File: src/brtc_pkg.sv
// Shared constants for the battery-backed clock with retained memory.
package brtc_pkg;
  localparam int unsigned CLK_HZ       = 10000000;
  localparam int unsigned OSC_HZ       = 32768;
  localparam int unsigned OSC_PER_TICK = OSC_HZ;
  localparam int unsigned EDGE_W       = 15;
  localparam logic [14:0] EDGE_LAST    = 15'h7fff;
  localparam int unsigned RAM_BYTES    = 256;
  localparam int unsigned ADDR_W       = 8;
  localparam int unsigned LOCK_RANGES  = 2;
  localparam int unsigned LOCK_BASE_W  = 5;
  localparam int unsigned LOCK_LSB     = 3;
  localparam logic [5:0]  SEC_LAST     = 6'h3b;
  localparam logic [5:0]  MIN_LAST     = 6'h3b;
  localparam logic [4:0]  HOUR_LAST    = 5'h17;
  localparam logic [3:0]  MONTH_LAST   = 4'hc;
  localparam logic [6:0]  YEAR_LAST    = 7'h63;
  localparam logic [4:0]  DAY_FIRST    = 5'h01;
  localparam logic [3:0]  MONTH_FIRST  = 4'h1;
  localparam logic [3:0]  MONTH_FEB    = 4'h2;
  localparam logic [3:0]  MONTH_APR    = 4'h4;
  localparam logic [3:0]  MONTH_JUN    = 4'h6;
  localparam logic [3:0]  MONTH_SEP    = 4'h9;
  localparam logic [3:0]  MONTH_NOV    = 4'hb;
  localparam logic [4:0]  DAYS_28      = 5'h1c;
  localparam logic [4:0]  DAYS_29      = 5'h1d;
  localparam logic [4:0]  DAYS_30      = 5'h1e;
  localparam logic [4:0]  DAYS_31      = 5'h1f;
endpackage : brtc_pkg

File: src/brtc_core.sv
// Calendar clock, retained memory with lockable ranges and date alarm.
`timescale 1ns/1ps
// Functional notes
// - Keep time of day from 32.768 kHz source.
// - Hold 256 retained bytes.
// - Two locked 8-byte ranges block reads, writes.
// - Date alarm raises wake up to month ahead.
// - Main reset clears all clock-domain bits except the retained bytes.
// - Secondary reset clears only manageability bits.
module brtc_core (
  // Clock and main clock-domain reset.
  input  wire logic        clk,
  input  wire logic        rstn,
  // Secondary manageability reset.
  input  wire logic        secondaryManageabilityResetN,
  // Oscillator pins.
  input  wire logic        oscIn,
  output logic             oscOut,
  // Time set.
  input  wire logic        setTime,
  input  wire logic [5:0]  setSec,
  input  wire logic [5:0]  setMin,
  input  wire logic [4:0]  setHour,
  input  wire logic [4:0]  setDay,
  input  wire logic [3:0]  setMonth,
  input  wire logic [6:0]  setYear,
  // Current time.
  output logic [5:0]       timeSec,
  output logic [5:0]       timeMin,
  output logic [4:0]       timeHour,
  output logic [4:0]       timeDay,
  output logic [3:0]       timeMonth,
  output logic [6:0]       timeYear,
  // Retained memory port.
  input  wire logic [7:0]  ramAddr,
  input  wire logic        ramWrEn,
  input  wire logic [7:0]  ramWrData,
  input  wire logic        ramRdEn,
  output logic [7:0]       ramRdData,
  output logic             ramRdValid,
  output logic             ramDenied,
  // Lock settings.
  input  wire logic        lockWr,
  input  wire logic [1:0]  lockOnIn,
  input  wire logic [4:0]  lockBase0In,
  input  wire logic [4:0]  lockBase1In,
  // Date alarm.
  input  wire logic        alarmEn,
  input  wire logic [4:0]  alarmDay,
  input  wire logic [4:0]  alarmHour,
  input  wire logic [5:0]  alarmMin,
  input  wire logic [5:0]  alarmSec,
  output logic             wakeEvent
);
  logic [7:0]  mem [brtc_pkg::RAM_BYTES];
  logic [5:0]  secReg;
  logic [5:0]  minReg;
  logic [4:0]  hourReg;
  logic [4:0]  dayReg;
  logic [3:0]  monthReg;
  logic [6:0]  yearReg;
  logic [1:0]  lockOnReg;
  logic [4:0]  lockBaseReg [brtc_pkg::LOCK_RANGES];
  logic [7:0]  rdDataReg;
  logic        rdValidReg;
  logic        deniedReg;
  logic        tickDlyReg;
  logic        wakeReg;
  logic        oscOutReg;
  logic        tick;
  logic [4:0]  daysInMonth;
  logic [1:0]  hitRange;
  wire         mgmtRstn;
  wire         blocked;
  wire         secWrap;
  wire         minWrap;
  wire         hourWrap;
  wire         dayWrap;
  wire         monthWrap;
  wire         alarmHit;

  brtc_tick_div u_tick (
    .clk  (clk),
    .rstn (rstn),
    .oscIn(oscIn),
    .tick (tick)
  );

  assign mgmtRstn = rstn & secondaryManageabilityResetN;

  for (genvar g = 0; g < brtc_pkg::LOCK_RANGES; g++) begin : g_lock
    assign hitRange[g] = lockOnReg[g] &&
      (ramAddr[brtc_pkg::ADDR_W-1:brtc_pkg::LOCK_LSB] == lockBaseReg[g]);
  end
  assign blocked = |hitRange;

  always_comb begin
    if (monthReg == brtc_pkg::MONTH_FEB) begin
      daysInMonth = (yearReg[1:0] == 2'h0) ? brtc_pkg::DAYS_29
                                           : brtc_pkg::DAYS_28;
    end else if (monthReg == brtc_pkg::MONTH_APR ||
                 monthReg == brtc_pkg::MONTH_JUN ||
                 monthReg == brtc_pkg::MONTH_SEP ||
                 monthReg == brtc_pkg::MONTH_NOV) begin
      daysInMonth = brtc_pkg::DAYS_30;
    end else begin
      daysInMonth = brtc_pkg::DAYS_31;
    end
  end

  assign secWrap   = (secReg == brtc_pkg::SEC_LAST);
  assign minWrap   = secWrap && (minReg == brtc_pkg::MIN_LAST);
  assign hourWrap  = minWrap && (hourReg == brtc_pkg::HOUR_LAST);
  assign dayWrap   = hourWrap && (dayReg == daysInMonth);
  assign monthWrap = dayWrap && (monthReg == brtc_pkg::MONTH_LAST);

  always_ff @(posedge clk or negedge rstn) begin
    if (!rstn) begin
      secReg   <= '0;
      minReg   <= '0;
      hourReg  <= '0;
      dayReg   <= brtc_pkg::DAY_FIRST;
      monthReg <= brtc_pkg::MONTH_FIRST;
      yearReg  <= '0;
    end else if (setTime) begin
      secReg   <= setSec;
      minReg   <= setMin;
      hourReg  <= setHour;
      dayReg   <= setDay;
      monthReg <= setMonth;
      yearReg  <= setYear;
    end else if (tick) begin
      secReg <= secWrap ? '0 : secReg + 1'b1;
      if (secWrap) minReg <= (minReg == brtc_pkg::MIN_LAST) ? '0
                                                             : minReg + 1'b1;
      if (minWrap) hourReg <= (hourReg == brtc_pkg::HOUR_LAST) ? '0
                                                               : hourReg + 1'b1;
      if (hourWrap) dayReg <= dayWrap ? brtc_pkg::DAY_FIRST : dayReg + 1'b1;
      if (dayWrap) monthReg <= monthWrap ? brtc_pkg::MONTH_FIRST
                                         : monthReg + 1'b1;
      if (monthWrap) yearReg <= (yearReg == brtc_pkg::YEAR_LAST) ? '0
                                                                 : yearReg + 1'b1;
    end
  end

  // lock settings are the manageability bits.
  always_ff @(posedge clk or negedge mgmtRstn) begin
    if (!mgmtRstn) begin
      lockOnReg      <= '0;
      lockBaseReg[0] <= '0;
      lockBaseReg[1] <= '0;
    end else if (lockWr) begin
      lockOnReg      <= lockOnIn;
      lockBaseReg[0] <= lockBase0In;
      lockBaseReg[1] <= lockBase1In;
    end
  end

  always_ff @(posedge clk) begin
    if (ramWrEn && !blocked) mem[ramAddr] <= ramWrData;
  end

  // blocked reads return zero and flag denial.
  always_ff @(posedge clk or negedge rstn) begin
    if (!rstn) begin
      rdDataReg  <= '0;
      rdValidReg <= 1'b0;
      deniedReg  <= 1'b0;
    end else begin
      rdValidReg <= ramRdEn;
      deniedReg  <= (ramRdEn || ramWrEn) && blocked;
      if (ramRdEn) rdDataReg <= blocked ? '0 : mem[ramAddr];
    end
  end

  // alarm compares the freshly advanced time.
  assign alarmHit = alarmEn && tickDlyReg && (dayReg == alarmDay) &&
                    (hourReg == alarmHour) && (minReg == alarmMin) &&
                    (secReg == alarmSec);

  always_ff @(posedge clk or negedge rstn) begin
    if (!rstn) begin
      tickDlyReg <= 1'b0;
      wakeReg    <= 1'b0;
      oscOutReg  <= 1'b0;
    end else begin
      tickDlyReg <= tick;
      wakeReg    <= alarmHit;
      oscOutReg  <= 1'b0;
    end
  end

  assign oscOut     = oscOutReg;
  assign timeSec    = secReg;
  assign timeMin    = minReg;
  assign timeHour   = hourReg;
  assign timeDay    = dayReg;
  assign timeMonth  = monthReg;
  assign timeYear   = yearReg;
  assign ramRdData  = rdDataReg;
  assign ramRdValid = rdValidReg;
  assign ramDenied  = deniedReg;
  assign wakeEvent  = wakeReg;

  a_sec_advance: assert property (
    @(posedge clk) disable iff (!rstn)
    (tick && !setTime && !secWrap) |=> secReg == $past(secReg) + 6'h01)
    else $error("seconds did not advance on tick");
  a_sec_rollover: assert property (
    @(posedge clk) disable iff (!rstn)
    (tick && !setTime && secWrap) |=> secReg == '0 &&
      minReg != $past(minReg))
    else $error("seconds wrap did not carry");
  a_ram_store: assert property (
    @(posedge clk) disable iff (!rstn)
    (ramWrEn && !blocked) |=> mem[$past(ramAddr)] == $past(ramWrData))
    else $error("unblocked write not stored");
  a_lock_read: assert property (
    @(posedge clk) disable iff (!rstn)
    (ramRdEn && blocked) |=> ramRdValid && ramDenied && ramRdData == '0)
    else $error("locked read not blocked");
  a_alarm_wake: assert property (
    @(posedge clk) disable iff (!rstn)
    wakeEvent |-> $past(alarmEn) && $past(tick, 2) &&
      $past(secReg) == $past(alarmSec) && $past(dayReg) == $past(alarmDay))
    else $error("wake without alarm match");
  a_main_reset: assert property (
    @(posedge clk) disable iff (!rstn)
    !$past(rstn) |-> secReg == '0 && lockOnReg == '0 && !wakeEvent)
    else $error("main reset left state set");
  a_sec_lock_clear: assert property (
    @(posedge clk) disable iff (!rstn)
    !secondaryManageabilityResetN |-> lockOnReg == '0)
    else $error("secondary reset kept lock bits");
  a_sec_keep_time: assert property (
    @(posedge clk) disable iff (!rstn)
    (!secondaryManageabilityResetN && !tick && !setTime) |=>
      $stable(secReg) && $stable(dayReg))
    else $error("secondary reset disturbed time");
endmodule : brtc_core

File: src/brtc_tick_div.sv
// Oscillator pin synchroniser and once-per-second tick divider.
`timescale 1ns/1ps
module brtc_tick_div (
  // Clock and reset.
  input  wire logic clk,
  input  wire logic rstn,
  // Oscillator pin.
  input  wire logic oscIn,
  // One-cycle tick every second.
  output logic      tick
);
  logic                              sync1Reg;
  logic                              sync2Reg;
  logic                              sync3Reg;
  logic                              levelReg;
  logic [brtc_pkg::EDGE_W-1:0]       edgeCntReg;
  logic                              tickReg;
  wire                               oscRise;
  wire                               oscChange;
  wire                               lastEdge;

  assign oscChange = (sync2Reg == sync3Reg) && (sync3Reg != levelReg);
  assign oscRise   = oscChange && sync3Reg;
  assign lastEdge  = (edgeCntReg == brtc_pkg::EDGE_LAST);
  assign tick      = tickReg;

  always_ff @(posedge clk or negedge rstn) begin
    if (!rstn) begin
      sync1Reg <= 1'b0;
      sync2Reg <= 1'b0;
      sync3Reg <= 1'b0;
      levelReg <= 1'b0;
    end else begin
      sync1Reg <= oscIn;
      sync2Reg <= sync1Reg;
      sync3Reg <= sync2Reg;
      if (oscChange) levelReg <= sync3Reg;
    end
  end

  always_ff @(posedge clk or negedge rstn) begin
    if (!rstn) begin
      edgeCntReg <= '0;
      tickReg    <= 1'b0;
    end else begin
      tickReg <= oscRise && lastEdge;
      if (oscRise) edgeCntReg <= edgeCntReg + 1'b1;
    end
  end

  a_tick_after_count: assert property (
    @(posedge clk) disable iff (!rstn)
    tick |-> $past(edgeCntReg) == brtc_pkg::EDGE_LAST && $past(oscRise))
    else $error("tick without full edge count");
  a_tick_on_count: assert property (
    @(posedge clk) disable iff (!rstn)
    (oscRise && lastEdge) |=> tick && edgeCntReg == '0)
    else $error("full edge count gave no tick");
endmodule : brtc_tick_div

File: config.mk
export PLATFORM = sky130hd
export DESIGN_NAME = brtc_core
export DESIGN_NICKNAME = d
export VERILOG_FILES = /design/src/brtc_pkg.sv /design/src/brtc_core.sv /design/src/brtc_tick_div.sv
export SDC_FILE = /design/constraint.sdc
export NUM_CORES = 2
export LEC_CHECK = 0
export ABC_AREA = 1
export BUFFER_PORTS_ARGS = -buffer_cell sky130_fd_sc_hd__buf_2
export CAP_MARGIN = 20
export CORE_MARGIN = 2
export CORE_UTILIZATION = 57
export CTS_CLUSTER_SIZE = 10
export DETAILED_ROUTE_END_ITERATION = 8
export PLACE_DENSITY = 0.76
export SETUP_SLACK_MARGIN = 0.5
export SYNTH_ARGS = -nofsm -noshare
export SYNTH_HDL_FRONTEND = slang
export SYNTH_SLANG_ARGS = --single-unit
export TNS_END_PERCENT = 20
File: constraint.sdc
create_clock -name clk -period 2.3 [get_ports clk]
set_input_delay 0.46 -clock clk [delete_from_list [all_inputs] [get_ports clk]]
set_output_delay 0.46 -clock clk [all_outputs]
set_load 0.005 [all_outputs]
# ---- Yosys cells after proc, flatten, opt, wreduce, memory -nomap -nowiden
# Memory sizes are Yosys's and may differ from the RTL's.
# Cells that the tools add are included.
dict set report word_totals {
  ram_bits 2048
  register_bits 77
  in_bits 92
  n_memories 1
  elab_cells 112
  output_inout_bits 45
}
dict set report classes {
  addsub 7
  n_reduce_logical 34
  muxes 29
  eq_ne 20
  bitwise 1
}
# memory depth word_bits read_ports rd_ports_with_merged_regs wr line
set memory_table {}
lappend memory_table {mem 256 8 1 0 1 brtc_core.sv:55} ;# logic [7:0] mem [brtc_pkg::RAM_BYTES];
# cell n
set ops {}
lappend ops {{$mux W5} 9}
lappend ops {{$mux W6} 7}
lappend ops {{$mux W7} 4}
lappend ops {{$eq A5 B5 Y1} 5}
lappend ops {{$logic_and A1 B1 Y1} 16}
lappend ops {{$mux W4} 4}
lappend ops {{$add A15 B1 Y15 const B} 1}
lappend ops {{$eq A15 B15 Y1 const B} 1}
lappend ops {{$add A6 B1 Y6 const B} 2}
lappend ops {{$eq A4 B4 Y1 const B} 3}
lappend ops {{$eq A6 B6 Y1} 2}
lappend ops {{$eq A6 B6 Y1 const B} 2}
lappend ops {{$reduce_bool A2 Y1} 6}
lappend ops {{$add A5 B1 Y5 const B} 2}
lappend ops {{$reduce_and A2 Y1} 5}
lappend ops {{$eq A4 B3 Y1 const B} 2}
lappend ops {{$mux W8} 1}
lappend ops {{$add A7 B1 Y7 const B} 1}
lappend ops {{$eq A7 B7 Y1 const B} 1}
lappend ops {{$eq A5 B5 Y1 const B} 1}
lappend ops {{$add A4 B1 Y4 const B} 1}
lappend ops {{$eq A4 B2 Y1 const B} 1}
lappend ops {{$logic_or A1 B1 Y1} 4}
lappend ops {{$mux W1} 4}
lappend ops {{6 further kinds} 6}

# ---- Longest topological paths before layout
dict set report logic_depth {
  ltp_word 13
  depth_mapped 19
  mapped_depth_nobuf 15
}

# ---- Hierarchy
# From an unflattened synthesis, not the netlist that was laid out.
dict set report unflattened {
  hier_cells 8324
  hier_area_um2 88871.5
}
# module n_inst area_per_inst_um2 seq_area_each_um2 cells_per_inst
set by_module_without_submodules {}
lappend by_module_without_submodules {brtc_core 1 87865.5 62927.9 8214}
lappend by_module_without_submodules {brtc_tick_div 1 1006.0 500.5 110}

# ---- Least setup slack after synthesis
# No wires, ideal clock.
dict set report synth_path {
  path_type {input-to-reg}
  startpoint {in ramAddr[6]}
  endpoint {mem mem[102][0] (enable)}
  n_path_buf 3
  cell_stages 12
  path_slack_ps -168
  setup_ps 370
  required_ps 1930
  t_arrival_ps 2097
  cell_sequence {clkbuf_1 o22ai_1 a21oi_1 nand4_1 nand2_1 inv_1 nand2_1 inv_2 buf_4 nand3_1 buf_2 nor2_1}
}
dict set report synth_via {
  elab_chain_cells 7
  word_cells_on_any_way 9
  cone_classes {2 x eq/ne; 2 x mux; 5 x reduce/logical}
}
# element line
set synth_lines {}
lappend synth_lines {{start: declaration} brtc_core.sv:35} ;# input wire logic [7:0] ramAddr,
lappend synth_lines {{$eq A5 B5 Y1} brtc_core.sv:93} ;# (ramAddr[brtc_pkg::ADDR_W-1:brtc_pkg::LOCK_LSB] == lockBaseReg[g]);
lappend synth_lines {{$logic_and A1 B1 Y1} brtc_core.sv:92} ;# assign hitRange[g] = lockOnReg[g] &&
lappend synth_lines {{$reduce_or A2 Y1} brtc_core.sv:95} ;# assign blocked = |hitRange;
lappend synth_lines {{$logic_not A1 Y1} brtc_core.sv:160} ;# if (ramWrEn && !blocked) mem[ramAddr] <= ramWrData;
lappend synth_lines {{$logic_and A1 B1 Y1} brtc_core.sv:160}
lappend synth_lines {{$mux W1} brtc_core.sv:160}
lappend synth_lines {{$mux W1 (not written as such)} brtc_core.sv:160}
lappend synth_lines {{end: declaration} brtc_core.sv:55}
# Several ways; a longest one is shown, not always the timed one.

# ---- Worst setup path in the final report
dict set report layout_path {
  startpoint {reg lockBaseReg[2] in the netlist's numbering}
  endpoint {mem mem[61][0] (enable)}
}
dict set report layout_via {
  elab_chain_cells 7
}
# element line
set layout_lines {}
lappend layout_lines {{start: declaration} brtc_core.sv:63} ;# logic [4:0] lockBaseReg [brtc_pkg::LOCK_RANGES];
lappend layout_lines {{$eq A5 B5 Y1} brtc_core.sv:93}
lappend layout_lines {{$logic_and A1 B1 Y1} brtc_core.sv:92}
lappend layout_lines {{$reduce_or A2 Y1} brtc_core.sv:95}
lappend layout_lines {{$logic_not A1 Y1} brtc_core.sv:160}
lappend layout_lines {{$logic_and A1 B1 Y1} brtc_core.sv:160}
lappend layout_lines {{$mux W1} brtc_core.sv:160}
lappend layout_lines {{$mux W1 (not written as such)} brtc_core.sv:160}
# Every way passes these cells.

==> summary.md <==
| Metric | Value |
|---|---|
| Critical path buffers and inverters | `5` |
| Worst setup EP type | `flip-flop` |
| Final worst-path cycle share | `111%` |
| Initial Util | `57.5%` |
| Synthesized instance count | `8273` |
| Drt initial violations | `7894` |
| Initial antenna violation count | `3` |
| # IOs | `137` |
| Worst Path Required | `2800 ps` |
| CTS tree | `built` |
| Die ar. | `0.159 sq mm` |
| Multi-input combinational cell area | `0.0248 sq mm` |
| WP depth | `12` |
| F_max | `391 MHz` |
| Warnings from Yosys | `0` |
| Filler cell count | `10362` |
| Worst Skew | `65.1 ps` |
| Crit-path slowest cell | `dfrtp_1` |
| Pins Over Slew Limit | `0` |
| Min Tclk post-route | `2560 ps` |
| Seq. cell area | `0.0634 sq mm` |
| Final std cells w/o fill | `10959` |
| Drt via density | `5.81` |
| Violated checks | `setup timing` |
| Lkg Pwr | `41.5 nW` |
| Dpl cells | `10525` |
| Buffers on Ports | `135` |
| Layout area overhead | `19.2%` |
| First-pass detailed-route iteration total | `6` |
| WS Path Type | `flip-flop to flip-flop` |
| Setup TNS | `-204980 ps` |
| RSZ-0062 raised after global routing | `yes` |
| Utilization after layout | `68.5%` |
| Crit-path cells | `xor2_1 > a221oi_2 > nand4_1 > nand2_2 > inv_2 > nand2_4 > clkinvlp_4 > buf_12 > nand4_1 > buf_12 > buf_12 > nor2_4` |
| Power Dens Cells | `775 mW/mm^2` |
| CP Launch Type | `flip-flop` |
| Reg clk slew, reported paths | `60 ps` |
| Hold Path Stages | `2` |
| Die H | `398 um` |
| Worst slew margin | `53.7%` |
| #FFs+latches synth | `2125` |
| Worst Hold Slack | `35.2 ps` |
| Drc violations | `0` |
| Critical Path AT | `3060 ps` |
| Num rows | `144` |
| Critical Path Most Common Cell | `buf_12` |
| First-pass GRT wire length | `365 mm` |
| Die Wd | `398 um` |
| Peak per-stage delay on the critical path | `400 ps` |
| Max-cap violation count | `0` |
| Fraction of registers with async set/reset | `3.62%` |
| Post-synth EDFFs | `2048` |
| Largest net degree at the start of global routing | `86` |
| Family with the most delay on the worst path | `simple AND/OR/NAND/NOR gates` |
| Setup WS post-layout | `-260 ps` |
| Skew-Pair Late Insertion Delay | `880 ps` |
| VDD IR max | `0.873 mV` |
| Antenna-violating nets left | `0` |
| CP max FO | `8` |
| Total power | `82.0 mW` |
| Cell Area, Synth | `0.0886 sq mm` |
| Ys flop type | `edfxtp_1` |
| Final setup fails | `1647` |
| Layout cell share with drive strength beyond 1 | `14.0%` |
| TritonCTS buffer count | `232` |
| Via Count | `63705` |
| Clock Path Buffers | `3` |
| Yosys cell types | `39` |
| HP Class | `input port to flip-flop` |
| Worst-Margin Slew | `694 ps` |
| H-tree levels | `4` |
| Vias in the first global route | `62743` |
| Grt ovf | `0` |
| Sequential share of the synthesized area | `71.6%` |
| Synth Net Count | `8376` |
| Worst R2R Path Depth | `12` |
| Area of the core | `0.154 sq mm` |
| Avg Synthesized Cell Area | `10.7 sq um` |
| Root Buffer Master | `clkbuf_16` |
| Clock sinks | `2125` |
| Wirelength per Cell | `22.1 um` |
| Fin. Hold Viols | `0` |
| Status | `complete, but fails checks` |
| HPWL Detailed | `153 mm` |
| WL final | `242 mm` |
| All-Layer GR Usage | `30.6%` |
| GP Congestion | `0.932` |
| Nets | `8929` |
cell families (layout without fill, tap and decap cells):
kind of cell / count (synthesis) / count (layout) / synth area share [%]
compound gates: 210 / 210 / 1.26
mux: 9 / 9 / 0.113
fa+ha+maj: 11 / 11 / 0.155
other cells: 1 / 2 / 0.00423
flops: 2125 / 2125 / 71.6
buf+inv: 535 / 1176 / 2.52
simple gates: 5337 / 5337 / 23.9
xor+xnor: 45 / 45 / 0.445
final cells by class:
cell class / instances / share of cell area (%)
Sequential cell: 2125 / 60.0
Multi-Input combinational cell: 5613 / 23.5
Timing Repair Buffer: 789 / 7.77
Clock buffer: 305 / 5.79
Tap cell: 2044 / 2.42
Clock inverter: 17 / 0.285
Inverter: 64 / 0.246
Timing Repair inverter: 1 / 0.00710
Antenna cell: 1 / 0.00237
report_power, final:
group          switching, mW  internal [mW]
sequential             0.247           42.7
clock                   14.2           18.4
combinational           4.35           2.11
registers in the layout, indices dropped and copies added, names as in the netlist, 2 cells and up:
signal,flops
timeDay,5
lockBaseReg,10
ramRdData,8
u_tick.edgeCntReg,15
timeYear,7
mem,2048
lockOnReg,2
timeMin,6
timeMonth,4
timeHour,5
timeSec,6
worst paths after layout:
kind	from	endpoint	slack [ps]
max in group asynchronous	rstn	lockBaseReg[8]$_DFFE_PN0P_	1080
worst max register to register	lockBaseReg[2]$_DFFE_PN0P_	mem[61][0]$_DFFE_PP_	-260
worst min register to register	u_tick.sync1Reg$_DFF_PN0_	u_tick.sync2Reg$_DFF_PN0_	350
min in group asynchronous	rstn	timeMonth[3]$_DFFE_PN0P_	300
worst min-delay path	lockWr	lockBaseReg[8]$_DFFE_PN0P_	40
worst max-delay path	lockBaseReg[2]$_DFFE_PN0P_	mem[61][0]$_DFFE_PP_	-260
Yosys cell counts (29+ instances only):
cell type / count / share of area, %
clkbuf_1: 250 / 1.1
o21ai_1: 92 / 0.52
edfxtp_1: 2048 / 69
inv_1: 57 / 0.24
nand4_1: 146 / 1.0
nand2_1: 4199 / 18
xor2_1: 29 / 0.29
dfrtp_1: 75 / 2.1
buf_1: 55 / 0.23
nor2_1: 377 / 1.6
nand3_1: 591 / 3.3
o21ai_0: 79 / 0.45
buf_2: 159 / 0.90
routing by layer:
metal | GRT usage (%) | vias to the layer above | part of all wire (%)
met5 | 0 | - | 0.0029
met4 | 12.6 | 2 | 4.2
met3 | 6.49 | 586 | 12
met2 | 48.7 | 3763 | 47
met1 | 41.3 | 30437 | 38
li1 | - | 28917 | -
placed cells by master, fill, tap and decap left out, types with 8 or more instances in the layout:
cell / n
nand4_1: 146
buf_4: 369
nor2_1: 142
o21ai_0: 78
xnor2_1: 16
a21oi_1: 11
dlygate4sd3_1: 77
clkbuf_16: 233
nand2_2: 10
buf_12: 174
o21ai_1: 93
mux2_2: 8
nand2_1: 4188
edfxtp_1: 2048
nand3_1: 587
clkbuf_1: 70
nor2_4: 217
buf_8: 14
dfrtp_1: 75
nor2_2: 21
ha_1: 11
xor2_1: 29
buf_6: 29
buf_2: 125
nor3_1: 8
inv_1: 55
per-stage QoR:
stage	cell area [sq um]	worst slack [ps]
final	106000	-260
after CTS	106000	-218
after detailed placement	97500	-855
after global placement	97500	-845
after global routing	106000	-357
after floorplan	90200	76.3
repair_timing:
item,CTS,global route
gates resized for setup,139,27
hold endpoints to repair,209,0
hold buffers,77,0
setup buffers,21,11
endpoints found under the setup margin,2123,2126
cloned,2,0
pin swaps,15,10
Power figures use the tool's default switching activity.
